### config.mk
export PLATFORM = sky130hd
export DESIGN_NAME = pmt8_timer
export DESIGN_NICKNAME = d
export VERILOG_FILES = /design/src/hw/pmt8_timer.v
export VERILOG_INCLUDE_DIRS = /design/src /design/src/hw
export SDC_FILE = /design/constraint.sdc
export NUM_CORES = 1
export LEC_CHECK = 0
export BUFFER_PORTS_ARGS = -buffer_cell sky130_fd_sc_hd__buf_2
export CAP_MARGIN = 20
export CORE_AREA = 2 2 94 60
export DETAILED_ROUTE_END_ITERATION = 6
export DIE_AREA = 0 0 96 62
export PLACE_DENSITY = 0.77
export SLEW_MARGIN = 20
export SYNTH_ARGS = -nofsm -noshare
export SYNTH_HDL_FRONTEND = slang
export SYNTH_SLANG_ARGS = --single-unit
### constraint.sdc
create_clock -name mclk -period 2.4 [get_ports mclk]
set_input_delay 0 -clock mclk [delete_from_list [all_inputs] [get_ports mclk]]
set_output_delay 0 -clock mclk [all_outputs]
set_load 0.01 [all_outputs]
### src/hw/pmt8_consts.vh
// constants for the 8-bit period match timer: register map, fields, resets
// assumes a classic wishbone slave with 32-bit data on one clock, mclk
// Functional notes
// - counts instruction clock through the prescaler
// - prescale select: 00 div1, 01 div4, 1x div16
// - prescaled ticks increment count, compared to period
// - match reloads zero and advances postscaler
// - postscale select n divides matches by n+1
// - postscaler output sets sticky match flag
// - count resets 00h, period resets FFh
// - timer runs only while run_enable set
// - count or control writes clear scalers
// - control write leaves count unchanged
`ifndef PMT8_CONSTS_VH
`define PMT8_CONSTS_VH
`define PMT8_ADR_COUNT 4'h0
`define PMT8_ADR_PERIOD 4'h1
`define PMT8_ADR_CONTROL 4'h2
`define PMT8_ADR_FLAGS 4'h3
`define PMT8_ADR_MASK 4'h4
`define PMT8_COUNT_RST 8'h00
`define PMT8_PERIOD_RST 8'hFF
`define PMT8_CONTROL_RST 7'h00
`define PMT8_CTRL_MASK 8'h7F
`define PMT8_RUN_BIT 2
`define PMT8_POST_LSB 3
`define PMT8_POST_MSB 6
`define PMT8_PRE_LSB 0
`define PMT8_PRE_MSB 1
`define PMT8_PRE_DIV1 2'h0
`define PMT8_PRE_DIV4 2'h1
`define PMT8_PRE_TERM4 4'h3
`define PMT8_PRE_TERM16 4'hF
`define PMT8_PRE_ZERO 4'h0
`define PMT8_PRE_ONE 4'h1
`define PMT8_POST_ZERO 4'h0
`define PMT8_POST_ONE 4'h1
`define PMT8_CNT_ONE 8'h01
`define PMT8_ZERO32 32'h00000000
`endif

### src/hw/pmt8_timer.v
// 8-bit period match timer with pre/postscaler and wishbone registers
// assumes mclk is the instruction clock and a classic wishbone master
//
// Our own choices: the register offsets and the Wishbone slave port.
`include "pmt8_consts.vh"
module pmt8_timer
(
  // clock and reset
  input wire mclk,
  input wire sys_rst,
  // wishbone slave
  input wire wb_cyc_i,
  input wire wb_stb_i,
  input wire wb_we_i,
  input wire [5:0] wb_adr_i,
  input wire [3:0] wb_sel_i,
  input wire [31:0] wb_dat_i,
  output reg [31:0] wb_dat_o,
  output reg wb_ack_o,
  output reg wb_err_o,
  // interrupt
  output reg irq
);
  reg [7:0] count_value;
  reg [7:0] period_value;
  reg [6:0] timer_control;
  reg [3:0] pre_cnt;
  reg [3:0] post_cnt;
  reg match_irq_flag;
  reg irq_mask;
  reg [31:0] next_dat;
  reg next_err;
  wire [3:0] word_adr = wb_adr_i[5:2];
  wire req = wb_cyc_i & wb_stb_i & ~wb_ack_o & ~wb_err_o;
  wire wr = req & wb_we_i & wb_sel_i[0];
  wire run_enable = timer_control[`PMT8_RUN_BIT];
  wire [1:0] prescale_select = timer_control[`PMT8_PRE_MSB:`PMT8_PRE_LSB];
  wire [3:0] postscale_select = timer_control[`PMT8_POST_MSB:`PMT8_POST_LSB];
  wire wr_count = wr & (word_adr == `PMT8_ADR_COUNT);
  wire wr_period = wr & (word_adr == `PMT8_ADR_PERIOD);
  wire wr_control = wr & (word_adr == `PMT8_ADR_CONTROL);
  wire wr_flags = wr & (word_adr == `PMT8_ADR_FLAGS);
  wire wr_mask = wr & (word_adr == `PMT8_ADR_MASK);
  reg [3:0] pre_term;
  wire tick;
  wire match;
  wire post_out;

  reg [3:0] next_pre;
  reg [3:0] next_post;
  reg [7:0] next_count;
  reg [7:0] next_period;
  reg [6:0] next_control;
  reg next_flag;
  reg next_mask;
  wire clear_scalers;
  wire flag_clear;

  // prescaler terminal count from select
  always @*
  begin
    if (prescale_select == `PMT8_PRE_DIV1)
    begin
      pre_term = `PMT8_PRE_ZERO;
    end
    else if (prescale_select == `PMT8_PRE_DIV4)
    begin
      pre_term = `PMT8_PRE_TERM4;
    end
    else
    begin
      pre_term = `PMT8_PRE_TERM16;
    end
  end

  // mclk stands for the instruction clock; tick once per divided period
  assign tick = run_enable & (pre_cnt == pre_term);
  assign match = count_value == period_value;
  assign post_out = tick & match & (post_cnt == postscale_select);
  // restart both scalers so a new setting takes a full period
  assign clear_scalers = wr_count | wr_control;
  assign flag_clear = wr_flags & wb_dat_i[0];

  // prescaler next value
  always @*
  begin
    if (clear_scalers)
    begin
      next_pre = `PMT8_PRE_ZERO;
    end
    else if (!run_enable)
    begin
      next_pre = pre_cnt;
    end
    else if (tick)
    begin
      next_pre = `PMT8_PRE_ZERO;
    end
    else
    begin
      next_pre = pre_cnt + `PMT8_PRE_ONE;
    end
  end

  // postscaler next value, advances on each match tick
  always @*
  begin
    if (clear_scalers)
    begin
      next_post = `PMT8_POST_ZERO;
    end
    else if (post_out)
    begin
      next_post = `PMT8_POST_ZERO;
    end
    else if (tick & match)
    begin
      next_post = post_cnt + `PMT8_POST_ONE;
    end
    else
    begin
      next_post = post_cnt;
    end
  end

  // count next value; software write wins over a tick
  always @*
  begin
    if (wr_count)
    begin
      next_count = wb_dat_i[7:0];
    end
    else if (tick & match)
    begin
      next_count = `PMT8_COUNT_RST;
    end
    else if (tick)
    begin
      next_count = count_value + `PMT8_CNT_ONE;
    end
    else
    begin
      next_count = count_value;
    end
  end

  // period next value
  always @*
  begin
    if (wr_period)
    begin
      next_period = wb_dat_i[7:0];
    end
    else
    begin
      next_period = period_value;
    end
  end

  // control next value, bit 7 not stored so it reads zero
  always @*
  begin
    if (wr_control)
    begin
      next_control = wb_dat_i[6:0];
    end
    else
    begin
      next_control = timer_control;
    end
  end

  // sticky flag: a new event wins over a write-one clear
  always @*
  begin
    if (post_out)
    begin
      next_flag = 1'b1;
    end
    else if (flag_clear)
    begin
      next_flag = 1'b0;
    end
    else
    begin
      next_flag = match_irq_flag;
    end
  end

  // interrupt mask next value
  always @*
  begin
    if (wr_mask)
    begin
      next_mask = wb_dat_i[0];
    end
    else
    begin
      next_mask = irq_mask;
    end
  end

  // timer state
  always @(posedge mclk)
  begin
    if (sys_rst)
    begin
      pre_cnt <= `PMT8_PRE_ZERO;
      post_cnt <= `PMT8_POST_ZERO;
      count_value <= `PMT8_COUNT_RST;
      period_value <= `PMT8_PERIOD_RST;
    end
    else
    begin
      pre_cnt <= next_pre;
      post_cnt <= next_post;
      count_value <= next_count;
      period_value <= next_period;
    end
  end

  // control and interrupt state
  always @(posedge mclk)
  begin
    if (sys_rst)
    begin
      timer_control <= `PMT8_CONTROL_RST;
      match_irq_flag <= 1'b0;
      irq_mask <= 1'b0;
      irq <= 1'b0;
    end
    else
    begin
      timer_control <= next_control;
      match_irq_flag <= next_flag;
      irq_mask <= next_mask;
      // one cycle behind the flag, keeps irq a plain flop
      irq <= match_irq_flag & irq_mask;
    end
  end

  // read mux and unmapped decode
  always @*
  begin
    next_dat = `PMT8_ZERO32;
    next_err = 1'b0;
    if (word_adr == `PMT8_ADR_COUNT)
    begin
      next_dat[7:0] = count_value;
    end
    else if (word_adr == `PMT8_ADR_PERIOD)
    begin
      next_dat[7:0] = period_value;
    end
    else if (word_adr == `PMT8_ADR_CONTROL)
    begin
      next_dat[6:0] = timer_control;
    end
    else if (word_adr == `PMT8_ADR_FLAGS)
    begin
      next_dat[0] = match_irq_flag;
    end
    else if (word_adr == `PMT8_ADR_MASK)
    begin
      next_dat[0] = irq_mask;
    end
    else
    begin
      // unmapped: answer with err so software sees the slip
      next_err = 1'b1;
    end
  end

  // one wait state; ack or err drops the cycle after
  always @(posedge mclk)
  begin
    if (sys_rst)
    begin
      wb_ack_o <= 1'b0;
      wb_err_o <= 1'b0;
      wb_dat_o <= `PMT8_ZERO32;
    end
    else
    begin
      wb_ack_o <= req & ~next_err;
      wb_err_o <= req & next_err;
      wb_dat_o <= req ? next_dat : `PMT8_ZERO32;
    end
  end
endmodule

After elaboration in Yosys (flattened, before gate mapping). Cells that the tools add are included.

Flip-flop bits (word level): 68. Bits in latches: 0. Memory bits (writable): 0. ROM bits: 0. Input port bits: 47. Memories kept: 0.

$add $sub $neg: 3. Multipliers: 0. Div/mod/pow operators: 0. Magnitude comparators: 0. Eq/ne operators: 8. Shift-type cells: 0. Muxes and demuxes: 20. Bitwise operators: 22. Reduce and logical (&&, ||, !) cells: 7.

Operators by type and width (number): $mux 8 (4); $and 1x1->1 (17); $mux 4 (3); $mux 1 (11); $add 4x1->4 const B (2); $add 8x1->8 const B (1); $eq 4x2->1 const B (2); $eq 4x4->1 (2); $eq 8x8->1 (1); $mux 7 (1); $mux 6 (1); $eq 4x1->1 const B (1); $eq 4x3->1 const B (1); $logic_not 4->1 (1); $not 1->1 (4); $reduce_or 2->1 (2); $reduce_bool 3->1 (1); $reduce_or 3->1 (1); $eq 2x1->1 const B (1); $logic_not 2->1 (1); $reduce_bool 2->1 (1); $or 1x1->1 (1).

Logic depth before layout (Yosys ltp).
Depth after elaboration: 9. Depth in mapped cells: 7. Gate-level depth less buffers: 5.

Least setup slack after synthesis. OpenSTA, ideal clock, no wires.

Kind: reg-to-reg. Start point: reg wb_err_o. End point: reg period_value[0]. Data arrival time: 1.725 ns. Path slack: 0.546 ns. Cell stages (with the launch flop): 7. Clock period less this slack: 1.854 ns. Path through: dfxtp_1 > nand4bb_1 > or4_1 > nor3b_1 > buf_4 > mux2i_1 > nand2_1.

Longest elaborated chain between the ends: 5.

Ends and longest elaborated chain: from (decl) (line pmt8_timer.v:20) `output reg wb_err_o,`; from (signal assigned) (line pmt8_timer.v:286) `wb_err_o <= req & next_err;`; $not 1->1 (line pmt8_timer.v:34) `wire req = wb_cyc_i & wb_stb_i & ~wb_ack_o & ~wb_err_o;`; $and 1x1->1 (line pmt8_timer.v:34); $and 1x1->1 (2 in series) (line pmt8_timer.v:35) `wire wr = req & wb_we_i & wb_sel_i[0];`; $and 1x1->1 (line pmt8_timer.v:40) `` wire wr_period = wr & (word_adr == `PMT8_ADR_PERIOD); ``; to (signal assigned) (line pmt8_timer.v:211) `` period_value <= `PMT8_PERIOD_RST; ``; to (signal assigned) (line pmt8_timer.v:218) `period_value <= next_period;`; to (decl) (line pmt8_timer.v:25) `reg [7:0] period_value;`.

Every way passes these cells. A chain may end at the register's enable or synchronous reset.

Worst setup path in the final report.
Start point: reg pre_cnt[1]. End point: reg count_value[4].

Longest elaborated chain between the ends: 5.

Ends and longest elaborated chain: from (decl) (line pmt8_timer.v:27) `reg [3:0] pre_cnt;`; from (signal assigned) (line pmt8_timer.v:208) `` pre_cnt <= `PMT8_PRE_ZERO; ``; from (signal assigned) (line pmt8_timer.v:215) `pre_cnt <= next_pre;`; $eq 4x4->1 (*) (line pmt8_timer.v:77) `assign tick = run_enable & (pre_cnt == pre_term);`; $and 1x1->1 (*) (line pmt8_timer.v:77); $and 1x1->1 (line pmt8_timer.v:133) `else if (tick & match)`; $mux 8 (line pmt8_timer.v:133); $mux 8 (line pmt8_timer.v:129) `if (wr_count)`; to (signal assigned) (line pmt8_timer.v:210) `` count_value <= `PMT8_COUNT_RST; ``; to (signal assigned) (line pmt8_timer.v:217) `count_value <= next_count;`; to (decl) (line pmt8_timer.v:24) `reg [7:0] count_value;`.

Mark *: on every way between the ends. The rest lies on a longest branch, timed or not.

==> results.cfg <==
[flow_run]
cap_violations = 0

[grt]
grt-ovfl-total = 0
grt_max_degree = 17
grt_pass1_wl_um = 9490
grt_usage = 0.215
grt_pass1_vias = 1949
antenna_found_initial = 0

[worst_setup_path]
crit_fanout = 14
path_cells = and3_1 > and4_1 > nor2_1 > nand2_1 > a311oi_2
crit_arrival_ns = 2.34
crit_type = reg2reg
crit_path_top_delay_cell = nor2_1
cp-start-kind = register
worstPathRequired_ns = 2.62
worstSetupEndpointType = register
worst-r2r-setup-slack_ns = 0.28
crit_path_max_incr_delay_ns = 0.81

[power_and_ir_drop]
p_int_mw = 1.08
power_density_nw_per_um2 = 517
p_clk_frac = 0.405
p_comb_frac = 0.079
ir_drop_v = 0.000254
leakagePower_nw = 1.11
p_sw_uw = 339
swShare = 0.239
p_seq_frac = 0.517
finalPower_mw = 1.42

[logic_synthesis]
synth_top_area_share = 0.360
synth_cells = 291
ys.warnings.count = 0
syn_area_per_cell_um2 = 8.40
ys_ff_latch = 44
synth_top_cell_by_area = dfxtp_1
async_reset_ff_frac = 0
synth_ff_type = dfxtp_1
synth_cell_type_count = 47
ys_seq_area_frac = 0.360
synth_area_um2 = 2440
synth_area_leaders = dfxtp_1 36%, mux2i_1 7.8%, buf_4 7.7%
synth_edf_count = 0

[detailed_routing]
wl_met2_um = 2450
firstDrtPassIters = 5
routed_wl_um = 5870
vias = 2179
post_drt_wl_per_cell_um = 14.9
top_layer_used = met4
postRouteAntennaNets = 0
viasPerCell = 5.52
drtIter0Drc = 165
drc = 0
wl_met3_um = 527
met1_length_um = 2810

[floorplanning]
rows = 21
die-width_um = 96
start_util = 0.468
io_pins = 82
coreArea_um2 = 5230
die_area_um2 = 5950
die_y_um = 62

[clock_tree]
cts_made_buffers = 5
clock-sinks = 44
clockBufferDepth = 2
cts_max_level = 2
worstSkewPairLatency_ns = 0.30
root_buffer = clkbuf_8
cts_tree = built
clk_pin_slew_ns = 0.09
ctsResizeCount = 0

[sta]
whs_ns = 0.0212
period_needed_ns = 2.12
fmax_mhz = 472
period_share = 0.883
finalClockSkew_ns = 0.00431
tightest_slew_ns = 1.06
setup_viol = 0
fin_setup_tns_ns = 0
slew_headroom = 0.294
hold_violations = 0
setup_slack_ns = 0.280
rsz0062_at_grt = false
slew_violations = 0

[placed_design]
hpwl_um = 4080
dp_slack_ns = 0.344
place_congestion = 0.892
port_buffers = 28

[finish]
final_common_cell = dfxtp_1
fin_nets = 375
drive_gt1_frac = 0.153
area_delta_synth_final_pct = 12.4
layout_common_cells = 44 x dfxtp_1, 34 x nand2_1, 28 x a21oi_1, 28 x buf_2, 25 x nor2_1
diodes = 0

[outcome]
status = completed

[hold_path]
hold_path_class = in2reg
path summary, 6_finish.rpt:
check,depth (start not counted),startpoint,to
max,5,pre_cnt[1]$_SDFFE_PP0P_,count_value[4]$_SDFFE_PP0P_
max reg2reg,5,pre_cnt[1]$_SDFFE_PP0P_,count_value[4]$_SDFFE_PP0P_
min reg2reg,2,timer_control[3]$_SDFFE_PP0P_,timer_control[3]$_SDFFE_PP0P_
min,3,wb_adr_i[3],wb_ack_o$_SDFF_PP0_
power by group through the flow:
stage	sequential, mW	combinational, mW	clock (mW)
3_5_place_dp	0.751	0.0967	0
6_report	0.734	0.112	0.574
4_1_cts	0.734	0.108	0.581
5_1_grt	0.734	0.123	0.604
2_1_floorplan	0.752	0.0874	0
3_3_place_gp	0.751	0.0963	0
metal layers:
layer,up-vias,global-route usage
li1,1057,-
met1,1006,0.298
met2,104,0.334
met3,12,0.0470
met4,0,0.0776
met5,-,0
sequential cells by signal (all words and copies together) (netlist names):
register,flops
wb_ack_o,1
pre_cnt,4
period_value,8
wb_err_o,1
match_irq_flag,1
irq,1
irq_mask,1
wb_dat_o,8
count_value,8
timer_control,7
post_cnt,4
synth_stat cells, types with 3 or more instances:
cell,n
o21ai_0,12
clkbuf_1,10
nor2_1,25
and3_1,3
nor4_1,3
dfxtp_1,44
ha_1,3
buf_4,25
or4_1,4
and4_1,3
a31oi_1,8
nand3b_1,3
nand4b_1,3
mux2i_1,19
nand3_1,6
nor3_1,5
or3_1,3
inv_1,3
a21oi_1,28
xor2_1,13
nand2_1,34
stage by stage:
stage	cells	utilization	cell area (um^2)
2_1_floorplan	314	-	2530
3_3_place_gp	378	0.488	2550
3_5_place_dp	378	0.488	2550
4_1_cts	395	0.525	2750
5_1_grt	395	0.525	2750
6_report	395	0.525	2750
worst max-delay path, delay by kind of cell (launching register included):
| kind | cells | cell delay [ns] |
|---|---|---|
| flip-flops | 1 | 0.36 |
| AND/OR/NAND/NOR | 4 | 1.38 |
| AO/OA/AOI/OAI | 1 | 0.30 |
logic make-up after synthesis:
| group | count (synthesis) | share of synthesized area |
|---|---|---|
| other | 1 | 0.00153 |
| buffers and inverters | 41 | 0.105 |
| AOI/OAI and AO/OA | 60 | 0.146 |
| muxes | 20 | 0.0824 |
| adders and majority gates | 3 | 0.0154 |
| xor gates and xnor gates | 13 | 0.0466 |
| DFF | 44 | 0.360 |
| and+or+nand+nor | 109 | 0.243 |
cell type report:
type / instances / area [um^2]
clock buffers: 6 / 72.6
clock inverters: 2 / 35.0
fillers: 496 / 2480
inverters: 3 / 11.3
multi-input cells: 229 / 1390
flip-flops and latches: 44 / 881
well taps: 69 / 86.3
repair buffers: 42 / 268
repair_timing:
| action | 4_1_cts | 5_1_grt |
|---|---|---|
| setup buffers | 0 | 0 |
| hold endpoints to repair | 15 | 0 |
| hold buffers | 9 | 0 |
Power figures use the tool's default switching activity.
